`src/inc/pin_group_defines.svh`:
```
// register indexes, field positions and counts for one pin group
`ifndef PIN_GROUP_DEFINES_SVH
`define PIN_GROUP_DEFINES_SVH
`define IDX_LEVEL 7'h20
`define IDX_SAMPCTL 7'h24
`define IDX_BATCH 7'h28
`define IDX_FSEL_BASE 7'h30
`define IDX_PCFG_BASE 7'h40
`define FSEL_COUNT 16
`define PCFG_COUNT 32
`define GROUP_SPAN 10'h080
`define BW_HALF 31
`define BW_APPLY_CFG 30
`define BW_APPLY_FS 28
`define BW_FS_HI 27
`define BW_FS_LO 24
`define BW_DRV 22
`define BW_PULL 18
`define BW_INPUT_BUFFER_ON 17
`define BW_FSON 16
`define PC_DRV 6
`define PC_PULL 2
`define PC_INPUT_BUFFER_ON 1
`define PC_FSON 0
`define FUNC_LAST 4'h8
`define STRB_ALL 4'hF
`define ZERO32 32'h00000000
`define ZERO8 8'h00
`endif

```
`src/inc/pin_group_pkg.sv`:
```
// types shared by the pin group logic
package pin_group_pkg;
   typedef struct packed {
      logic drive_strength;
      logic pull_resistor_on;
      logic input_buffer_on;
      logic function_select_on;
   } pin_cfg_type;
   typedef logic [3:0] func_code_type;
endpackage : pin_group_pkg

```
`src/hdl/pin_group_ctrl.sv`:
```
// register logic, input sampling and function mux of one 32-pin group
//
// Implementation choice: the APB register port.
`timescale 1ns/1ns
`include "pin_group_defines.svh"
// Functional notes
// - sampled_level bit reads 0 for low, 1 for high sampled input.
// - sampling control at 0x24, bit per pin, 1 continuous, resets zero.
// - sampling mode applies to pins set as inputs by direction.
// - any continuous request in a byte lane samples the whole lane continuously.
// - batch write register takes full 32-bit writes only, narrower ignored.
// - reading the batch write register always returns zero.
// - bit 31 selects lower or upper sixteen pins.
// - bits 15:0 mask which pins of the half are updated.
// - bit 30 set loads pin settings of selected pins; clear changes none.
// - setting fields at bits 22,18,17,16 copy into pin settings.
// - bit 28 set loads function nibble of selected pins from bits 27:24.
// - sixteen byte function registers from 0x30, pair 2n and 2n+1.
// - high nibble odd pin, low nibble even, used only when enabled.
// - codes 0 to 8 pick functions A to I; 9 to F pick none.
// - each group has its own register set, groups 0x80 apart.
// - protected writes to sampling, batch and function registers are blocked.
// - thirty-two pin settings bytes from 0x40 with fields 6,2,1,0.
// - function enabled drives pad from peripheral, else from port registers.
module pin_group_ctrl (
   // apb slave
   input wire logic pclk,
   input wire logic presetn,
   input wire logic psel,
   input wire logic penable,
   input wire logic pwrite,
   input wire logic [31:0] paddr,
   input wire logic [31:0] pwdata,
   input wire logic [3:0] pstrb,
   output logic [31:0] prdata,
   output logic pready,
   output logic pslverr,
   // protection
   input wire logic write_protect_on,
   // port registers and pads
   input wire logic [31:0] port_dir,
   input wire logic [31:0] port_out,
   input wire logic [31:0] pad_in,
   // peripheral functions A..I
   input wire logic [8:0][31:0] func_oe,
   input wire logic [8:0][31:0] func_out,
   // pad controls
   output logic [31:0] pad_oe,
   output logic [31:0] pad_out,
   output pin_group_pkg::pin_cfg_type [31:0] pin_settings
);
   logic [31:0] samp_q;
   logic [31:0] level_q;
   logic [31:0] level_d;
   logic [31:0] prdata_q;
   logic [31:0] rd_d;
   logic [15:0][7:0] fsel_q;
   pin_group_pkg::pin_cfg_type [31:0] pcfg_q;
   logic [31:0] pad_oe_q;
   logic [31:0] pad_out_q;
   logic [6:0] idx;
   logic setup;
   logic wr;
   logic wr_ok;
   logic mapped;
   logic batch_wr;
   logic [31:0] batch_sel;
   logic demand;
   logic [3:0] lane_cont;
   logic [31:0] sample_now;
   logic [31:0] mux_oe;
   logic [31:0] mux_out;

   // offset within the group; group base decoded upstream into psel
   assign idx = paddr[8:2];
   assign setup = psel & ~penable;
   assign wr = psel & penable & pwrite;
   assign pready = 1'b1;
   assign prdata = prdata_q;

   always_comb begin
      mapped = 1'b0;
      if (idx == `IDX_LEVEL) begin
         mapped = 1'b1;
      end else if (idx == `IDX_SAMPCTL) begin
         mapped = 1'b1;
      end else if (idx == `IDX_BATCH) begin
         mapped = 1'b1;
      end else if (idx >= `IDX_FSEL_BASE && idx < `IDX_FSEL_BASE + 7'(`FSEL_COUNT)) begin
         mapped = 1'b1;
      end else if (idx >= `IDX_PCFG_BASE && idx < `IDX_PCFG_BASE + 7'(`PCFG_COUNT)) begin
         mapped = 1'b1;
      end
   end

   // level is read-only; protected writes are refused with an error
   assign wr_ok = wr & mapped & ~write_protect_on & (idx != `IDX_LEVEL);
   assign pslverr = psel & penable & (~mapped | (pwrite & ~wr_ok));

   // narrow writes would tear the batch, so they do nothing
   assign batch_wr = wr_ok & (idx == `IDX_BATCH) & (pstrb == `STRB_ALL);
   assign batch_sel = pwdata[`BW_HALF] ? {pwdata[15:0], 16'h0000}
                                       : {16'h0000, pwdata[15:0]};

   // input sampling
   assign demand = setup & ~pwrite & (idx == `IDX_LEVEL);
   always_comb begin
      for (int k = 0; k < 4; k++) begin
         lane_cont[k] = |samp_q[8*k +: 8];
      end
      for (int i = 0; i < 32; i++) begin
         // continuous mode only meaningful for input pins
         sample_now[i] = pcfg_q[i].input_buffer_on
                       & (demand | (~port_dir[i] & lane_cont[i/8]));
         level_d[i] = sample_now[i] ? pad_in[i] : level_q[i];
      end
   end

   always_ff @(posedge pclk or negedge presetn) begin
      if (!presetn) begin
         level_q <= `ZERO32;
      end else begin
         level_q <= level_d;
      end
   end

   always_ff @(posedge pclk or negedge presetn) begin
      if (!presetn) begin
         samp_q <= `ZERO32;
      end else if (wr_ok && idx == `IDX_SAMPCTL) begin
         for (int b = 0; b < 4; b++) begin
            if (pstrb[b]) begin
               samp_q[8*b +: 8] <= pwdata[8*b +: 8];
            end
         end
      end
   end

   // function select bytes: direct write or batch nibble update
   always_ff @(posedge pclk or negedge presetn) begin
      if (!presetn) begin
         fsel_q <= '0;
      end else begin
         for (int n = 0; n < `FSEL_COUNT; n++) begin
            if (wr_ok && pstrb[0] && idx == `IDX_FSEL_BASE + 7'(n)) begin
               fsel_q[n] <= pwdata[7:0];
            end else if (batch_wr && pwdata[`BW_APPLY_FS]) begin
               // each pin owns one nibble only
               if (batch_sel[2*n]) begin
                  fsel_q[n][3:0] <= pwdata[`BW_FS_HI:`BW_FS_LO];
               end
               if (batch_sel[2*n+1]) begin
                  fsel_q[n][7:4] <= pwdata[`BW_FS_HI:`BW_FS_LO];
               end
            end
         end
      end
   end

   // pin settings: direct byte write or batch update, same edge as fsel
   always_ff @(posedge pclk or negedge presetn) begin
      if (!presetn) begin
         pcfg_q <= '0;
      end else begin
         for (int p = 0; p < `PCFG_COUNT; p++) begin
            if (wr_ok && pstrb[0] && idx == `IDX_PCFG_BASE + 7'(p)) begin
               pcfg_q[p].drive_strength <= pwdata[`PC_DRV];
               pcfg_q[p].pull_resistor_on <= pwdata[`PC_PULL];
               pcfg_q[p].input_buffer_on <= pwdata[`PC_INPUT_BUFFER_ON];
               pcfg_q[p].function_select_on <= pwdata[`PC_FSON];
            end else if (batch_wr && pwdata[`BW_APPLY_CFG] && batch_sel[p]) begin
               pcfg_q[p].drive_strength <= pwdata[`BW_DRV];
               pcfg_q[p].pull_resistor_on <= pwdata[`BW_PULL];
               pcfg_q[p].input_buffer_on <= pwdata[`BW_INPUT_BUFFER_ON];
               pcfg_q[p].function_select_on <= pwdata[`BW_FSON];
            end
         end
      end
   end
   assign pin_settings = pcfg_q;

   // read mux, captured in the setup phase
   always_comb begin
      rd_d = `ZERO32;
      if (idx == `IDX_LEVEL) begin
         rd_d = level_d;
      end else if (idx == `IDX_SAMPCTL) begin
         rd_d = samp_q;
      end else if (idx == `IDX_BATCH) begin
         rd_d = `ZERO32;
      end else if (idx >= `IDX_FSEL_BASE && idx < `IDX_FSEL_BASE + 7'(`FSEL_COUNT)) begin
         rd_d = {24'h000000, fsel_q[4'(idx - `IDX_FSEL_BASE)]};
      end else if (idx >= `IDX_PCFG_BASE && idx < `IDX_PCFG_BASE + 7'(`PCFG_COUNT)) begin
         rd_d[`PC_DRV] = pcfg_q[5'(idx - `IDX_PCFG_BASE)].drive_strength;
         rd_d[`PC_PULL] = pcfg_q[5'(idx - `IDX_PCFG_BASE)].pull_resistor_on;
         rd_d[`PC_INPUT_BUFFER_ON] = pcfg_q[5'(idx - `IDX_PCFG_BASE)].input_buffer_on;
         rd_d[`PC_FSON] = pcfg_q[5'(idx - `IDX_PCFG_BASE)].function_select_on;
      end
   end

   always_ff @(posedge pclk or negedge presetn) begin
      if (!presetn) begin
         prdata_q <= `ZERO32;
      end else if (setup && !pwrite) begin
         prdata_q <= rd_d;
      end
   end

   // per-pin function mux
   for (genvar g = 0; g < 32; g++) begin : g_pin
      pin_group_pkg::func_code_type code;
      logic valid;
      assign code = g[0] ? fsel_q[g/2][7:4] : fsel_q[g/2][3:0];
      assign valid = code <= `FUNC_LAST;
      always_comb begin
         if (pcfg_q[g].function_select_on) begin
            mux_oe[g] = valid ? func_oe[code][g] : 1'b0;
            mux_out[g] = valid ? func_out[code][g] : 1'b0;
         end else begin
            mux_oe[g] = port_dir[g];
            mux_out[g] = port_out[g];
         end
      end
   end

   always_ff @(posedge pclk or negedge presetn) begin
      if (!presetn) begin
         pad_oe_q <= `ZERO32;
         pad_out_q <= `ZERO32;
      end else begin
         pad_oe_q <= mux_oe;
         pad_out_q <= mux_out;
      end
   end
   assign pad_oe = pad_oe_q;
   assign pad_out = pad_out_q;
endmodule : pin_group_ctrl

```
`config.mk`:
```
export PLATFORM = sky130hd
export DESIGN_NAME = pin_group_ctrl
export DESIGN_NICKNAME = d
export VERILOG_FILES = /design/src/inc/pin_group_pkg.sv /design/src/hdl/pin_group_ctrl.sv
export VERILOG_INCLUDE_DIRS = /design/src /design/src/inc
export SDC_FILE = /design/constraint.sdc
export NUM_CORES = 1
export LEC_CHECK = 0
export ABC_CLOCK_PERIOD_IN_PS = 2640
export BUFFER_PORTS_ARGS = -buffer_cell sky130_fd_sc_hd__buf_2
export CORE_AREA = 2 2 373 375
export DETAILED_ROUTE_END_ITERATION = 7
export DIE_AREA = 0 0 375 377
export PLACE_DENSITY = 0.47
export SYNTH_ARGS = -nofsm -noshare
export SYNTH_HDL_FRONTEND = slang
export SYNTH_SLANG_ARGS = --single-unit
export TNS_END_PERCENT = 100
```
`constraint.sdc`:
```
create_clock -name pclk -period 2.64 [get_ports pclk]
set_input_delay 0.132 -clock pclk [delete_from_list [all_inputs] [get_ports pclk]]
set_output_delay 0.132 -clock pclk [all_outputs]
set_load 0.005 [all_outputs]
```
### After elaboration in Yosys (flattened, before gate mapping)

Cells that the tools add are included.

| storage, ports and cells | value |
|---|---|
| flip-flop bits (word level) | 416 |
| latch bits | 0 |
| bits in writable memories | 0 |
| ROM bits | 0 |
| output and inout port bits | 226 |
| logic and storage cells | 1082 |
| memories kept | 0 |

| cells by class | value |
|---|---|
| add/subtract/negate cells | 2 |
| multiply operators | 0 |
| div/mod/pow operators | 0 |
| $lt $le $gt $ge | 70 |
| equality and inequality tests | 53 |
| shift-type cells | 0 |
| mux-type cells | 435 |
| bitwise gates (word level) | 146 |
| reductions and logical operators | 208 |

Operators by type and width:

| kind | count |
|---|---|
| $bmux 32 s4 | 64 |
| $mux 4 | 99 |
| $mux 8 | 36 |
| $eq 7x7->1 const B | 32 |
| $mux 1 | 170 |
| $lt 4x5->1 const B | 33 |
| $mux 32 | 5 |
| $reduce_bool 2->1 | 80 |
| $eq 7x6->1 const B | 19 |
| $le 4x4->1 const B | 32 |
| $logic_and 1x1->1 | 87 |
| $and 1x1->1 | 76 |
| $reduce_and 2->1 | 36 |
| $mux 31 | 2 |
| $mux 30 | 2 |
| $mux 29 | 2 |
| $mux 28 | 2 |
| $mux 27 | 2 |
| $mux 26 | 2 |
| $mux 25 | 2 |
| $mux 24 | 2 |
| $mux 23 | 2 |
| $mux 22 | 2 |
| $mux 21 | 2 |
| 31 further kinds | 123 |

### Logic depth before layout (Yosys ltp)

| depth | value |
|---|---|
| depth after elaboration | 16 |
| depth in mapped cells | 9 |

### Least setup slack after synthesis

No wires, ideal clock.

| timing | value |
|---|---|
| path kind | register to register |
| start | register samp_q[9] |
| end | register prdata_q[12] (netlist: prdata[12]) |
| setup time | 0.118 ns |
| arrival | 1.920 ns |
| slack | 0.602 ns |
| stages on the path, launching flop included | 6 |
| path buffers | 0 |
| path through | dfrtp_1 nor4_1 a21oi_1 o21ai_0 mux2_2 a21o_1 |

| on the way | value |
|---|---|
| word-level cells in the longest chain between the ends | 6 |

RTL lines:

| element | line | RTL |
|---|---|---|
| start: declaration | pin_group_ctrl.sv:52 | `logic [31:0] samp_q;` |
| start signal: assignment | pin_group_ctrl.sv:129 | `` samp_q <= `ZERO32; `` |
| start signal: indexed assignment | pin_group_ctrl.sv:133 | `samp_q[8*b +: 8] <= pwdata[8*b +: 8];` |
| $reduce_or 8->1 | pin_group_ctrl.sv:109 | `lane_cont[k] = \|samp_q[8*k +: 8];` |
| $and 1x1->1 | pin_group_ctrl.sv:114 | `& (demand \| (~port_dir[i] & lane_cont[i/8]));` |
| $or 1x1->1 | pin_group_ctrl.sv:114 |  |
| $and 1x1->1 | pin_group_ctrl.sv:114 |  |
| $mux 1 | pin_group_ctrl.sv:115 | `level_d[i] = sample_now[i] ? pad_in[i] : level_q[i];` |
| named net level_d[12] | pin_group_ctrl.sv:54 | `logic [31:0] level_d;` |
| $mux 32 | pin_group_ctrl.sv:185 | `` if (idx == `IDX_LEVEL) begin `` |
| end signal: assignment | pin_group_ctrl.sv:203 | `` prdata_q <= `ZERO32; `` |
| end signal: assignment | pin_group_ctrl.sv:205 | `prdata_q <= rd_d;` |
| end: declaration | pin_group_ctrl.sv:55 | `logic [31:0] prdata_q;` |

The timed path passes the listed nets, and every way through them passes these cells.
A chain may end at the register's enable or synchronous reset.

### Worst setup path after layout

| timing | value |
|---|---|
| start | register fsel_q[108] (netlist name) |
| end | register pad_oe_q[27] (netlist: pad_oe[27]) |

| on the way | value |
|---|---|
| word-level cells in the longest chain between the ends | 4 |
| elaborated cells on any way between the ends | 5 |
| classes of those cells | order compare (1); mux (4) |

RTL lines:

| element | line | RTL |
|---|---|---|
| start: declaration | pin_group_ctrl.sv:57 | `logic [15:0][7:0] fsel_q;` |
| start signal: indexed assignment | pin_group_ctrl.sv:146 | `fsel_q[n] <= pwdata[7:0];` |
| start signal: indexed assignment | pin_group_ctrl.sv:150 | `` fsel_q[n][3:0] <= pwdata[`BW_FS_HI:`BW_FS_LO]; `` |
| start signal: indexed assignment | pin_group_ctrl.sv:153 | `` fsel_q[n][7:4] <= pwdata[`BW_FS_HI:`BW_FS_LO]; `` |
| $bmux 32 s4 | pin_group_ctrl.sv:217 | `mux_oe[g] = valid ? func_oe[code][g] : 1'b0;` |
| $mux 28 (not written as such) | pin_group_ctrl.sv:217 |  |
| $mux 1 (*) | pin_group_ctrl.sv:217 |  |
| $mux 1 (*) | pin_group_ctrl.sv:216 | `if (pcfg_q[g].function_select_on) begin` |
| named net mux_oe[27] | pin_group_ctrl.sv:71 | `logic [31:0] mux_oe;` |
| end signal: assignment | pin_group_ctrl.sv:228 | `` pad_oe_q <= `ZERO32; `` |
| end signal: assignment | pin_group_ctrl.sv:231 | `pad_oe_q <= mux_oe;` |
| end: declaration | pin_group_ctrl.sv:59 | `logic [31:0] pad_oe_q;` |

Mark *: on every way through the listed nets, which the timed path passes. The rest lies on a longest branch. The select of a mux whose other input is x is not followed.

==> impl_metrics.yaml <==
outcome:
  status: "completed"
pwr:
  switching_share_pct: 28.5
  pwr-share-seq_pct: 38.5
  internal-power_mw: 12.3
  pwr-share-clk_pct: 46.5
  power_mw: 17.3
  p_comb_share_pct: 15.0
  powerDensity_mw_per_mm2: 456
  p_switching_mw: 4.93
  power.leakage_nw: 17.5
  peakVddDrop_mv: 0.548
cells_and_area:
  layout-drive-gt1-share_pct: 41.1
  stdcell_area_mm2: 0.0379
  mostFrequentLayoutCells: "buf_2 (942), dfrtp_1 (411), o21ai_0 (258), nor2_1 (258), a31oi_1 (233)"
  final_common_cell: "buf_2"
  syn_to_final_growth_pct: 45.7
  utilization_pct: 27.6
  final_net_count: 4445
grt:
  antenna_found_initial: 36
  grt_pass1_vias: 28000
  overflow: 0
  grt_usage_pct: 23.1
  grt_start_max_net_pins: 64
  grt_pass1_wl_um: 231000
placed_design:
  routabilityCongestion: 0.923
  portBuffers: 945
  hpwlAfterDp_um: 134000
  dpl_cell_area_mm2: 0.0339
setup_path:
  timing.rr.end: "pad_oe[27]$_DFF_PN0_"
  crit_family: "multiplexers"
  cp-end-kind: "flip-flop"
  crit_required_ns: 3.18
  max_stage_delay_ns: 0.57
  worstPathCellList: "mux4_2 > mux2i_1 > nor2_1 > a21oi_1 > a21oi_1 > dlygate4sd3_1"
  worst-path-max-fanout: 7
  r2r-start: "fsel_q[108]$_DFFE_PN0P_"
  r2r_slack_ns: 0.04
  rr_worst_depth: 6
  cpMostUsedCell: "a21oi_1"
  cpMaxStageDelayCell: "dlygate4sd3_1"
  criticalPathCategory: "reg -> reg"
  arrival_ns: 3.14
  cp-start-kind: "flip-flop"
  worst-path-buf-inv: 1
clock_tree:
  root_buffer: "clkbuf_16"
  cts_buffers: 56
  clk_pin_slew_ns: 0.06
  htreeDepth: 2
  cts_tree: "yes"
  insertion_delay_ns: 0.69
  post-cts-setup-buffer-count: 0
  clockBufferDepth: 3
  clock-sinks: 416
sta:
  worstMarginPinSlew_ns: 1.06
  finalHoldViolCount: 0
  period_share_pct: 98.4
  fin_skew_ns: 0.0572
  max-slew-margin-rel_pct: 29.2
  finalCriticalPeriod_ns: 2.60
  drv_slew: 0
  fmax_mhz: 385
  whs_ns: 0.0111
  grt_setup_unrepaired: "false"
  setup_viol: 0
routing:
  drt-pass1-iter-count: 5
  vias: 28500
  routedWlPerCell_um: 30.9
  viasPerCell: 5.15
  postRouteAntennaNets: 0
  wl_um: 171000
  drt_iter0_drc: 2880
  drc: 0
logic_synthesis:
  synth_fp_nets: 3274
  synth_top_cell_by_area: "dfrtp_1"
  synthArstFlopShare_pct: 100
  synthesis.area_mm2: 0.0260
  synth_warnings: 0
  ys_seq_elements: 416
  ys_types: 59
  synth_area_leaders: "dfrtp_1 (40%), mux4_2 (17%), a31oi_1 (5.6%)"
  synth_top_area_share_pct: 40.1
  synth_ff_type: "dfrtp_1"
  postSynthAreaPerCell_um2: 10.3
  synth_edf_count: 0
  ys_seq_area_share_pct: 40.1
  netlist_instances: 2528
floorplan:
  die_area_mm2: 0.141
  die_height_um: 377
  die_x_um: 375
  placementRows: 136
  num_io_pins: 972
  start_util_pct: 19.0
  core_mm2: 0.137
min_path:
  hold_class: "in -> async"
flow_run:
  maxCapViolCount: 0
cells by family after synthesis:
group / count (synthesis) / share of synthesized area, %
AO/OA/AOI/OAI: 919 / 21.5
AND/OR/NAND/NOR: 571 / 10.8
flip-flops: 416 / 40.1
multiplexers: 348 / 23.1
buffers and inverters: 273 / 4.59
other: 1 / 0.0144
state kept, by name (all words and copies together), names as in the netlist:
signal        count
samp_q           32
pad_oe           32
fsel_q          128
pin_settings    128
pad_out          32
level_q          32
prdata           32
worst reg2reg max path: stages (launching register included):
cell and delay [ns]:
dfrtp_2 0.50, mux4_2 0.54, mux2i_1 0.21, nor2_1 0.07
a21oi_1 0.47, a21oi_1 0.14, dlygate4sd3_1 0.57
metal layers:
metal / vias to the layer above / share of wire, % / GRT usage, %
met1: 14600 / 42 / 30.3
met2: 1430 / 47 / 37.7
met3: 232 / 7.6 / 4.92
met5: - / 0.041 / 0
li1: 12200 / - / -
met4: 10 / 3.3 / 7.34
final cells by class:
cell class,count,area (um^2)
well taps,1794,2240
diodes,13,32.5
clock inverters,19,235
clock buffers,79,1650
fillers,14600,99100
multi-input cells,1839,14500
inverters,24,90.1
repair buffers,1362,8750
flip-flops and latches,416,10400
synth_stat cells (all sizes together) (3+ instances only):
library cell  number
a21o              32
a21oi            167
a222oi             4
a22o              24
a22oi            133
a31oi            233
a32o               9
and2               4
and3               4
buf               62
clkbuf           187
dfrtp            416
inv               22
mux2              70
mux2i             84
mux4             194
nand2             77
nand2b            11
nand3            125
nand4              6
nor2             259
nor2b              8
nor3              15
nor4              15
nor4b             34
o211ai            16
o21ai            273
o221ai             8
o22ai              7
o311ai             8
or4                3
through the flow:
stage	setup slack [ns]	cells	TNS [ns]
6_report	0.0425	5546	0
2_1_floorplan	0.602	2528	0
4_1_cts	0.0294	5533	0
5_1_grt	0.0173	5540	0
3_5_place_dp	-0.0654	5226	-0.0654
3_3_place_gp	-0.0550	5226	-0.0550
worst max-delay path by stage:
stage                                  from                endpoint  slack, ns  cells after the start
global route         fsel_q[80]$_DFFE_PN0P_   pad_out[20]$_DFF_PN0_       0.02                      6
detailed placement                 paddr[5]   prdata[6]$_DFFE_PN0P_      -0.07                      9
CTS                  fsel_q[44]$_DFFE_PN0P_    pad_oe[11]$_DFF_PN0_       0.03                      7
floorplan             samp_q[9]$_DFFE_PN0P_  prdata[12]$_DFFE_PN0P_       0.60                      5
global placement                   paddr[5]   prdata[6]$_DFFE_PN0P_      -0.05                      9
finish              fsel_q[108]$_DFFE_PN0P_    pad_oe[27]$_DFF_PN0_       0.04                      6
power by group through the flow:
stage | Clock, mW | Sequential (mW) | Combinational [mW]
floorplan | 0 | 6.68 | 0.839
global placement | 0 | 6.75 | 2.34
detailed placement | 0 | 6.75 | 2.35
CTS | 8.20 | 6.64 | 2.58
global route | 8.42 | 6.65 | 2.73
finish | 8.03 | 6.64 | 2.59
timing repair:
item / in CTS / in global routing
setup endpoints to repair: 0 / 6
hold endpoints to repair: 508 / 0
resized for setup: 0 / 5
hold buffers: 209 / 0
(Power assumes the default switching activity.)
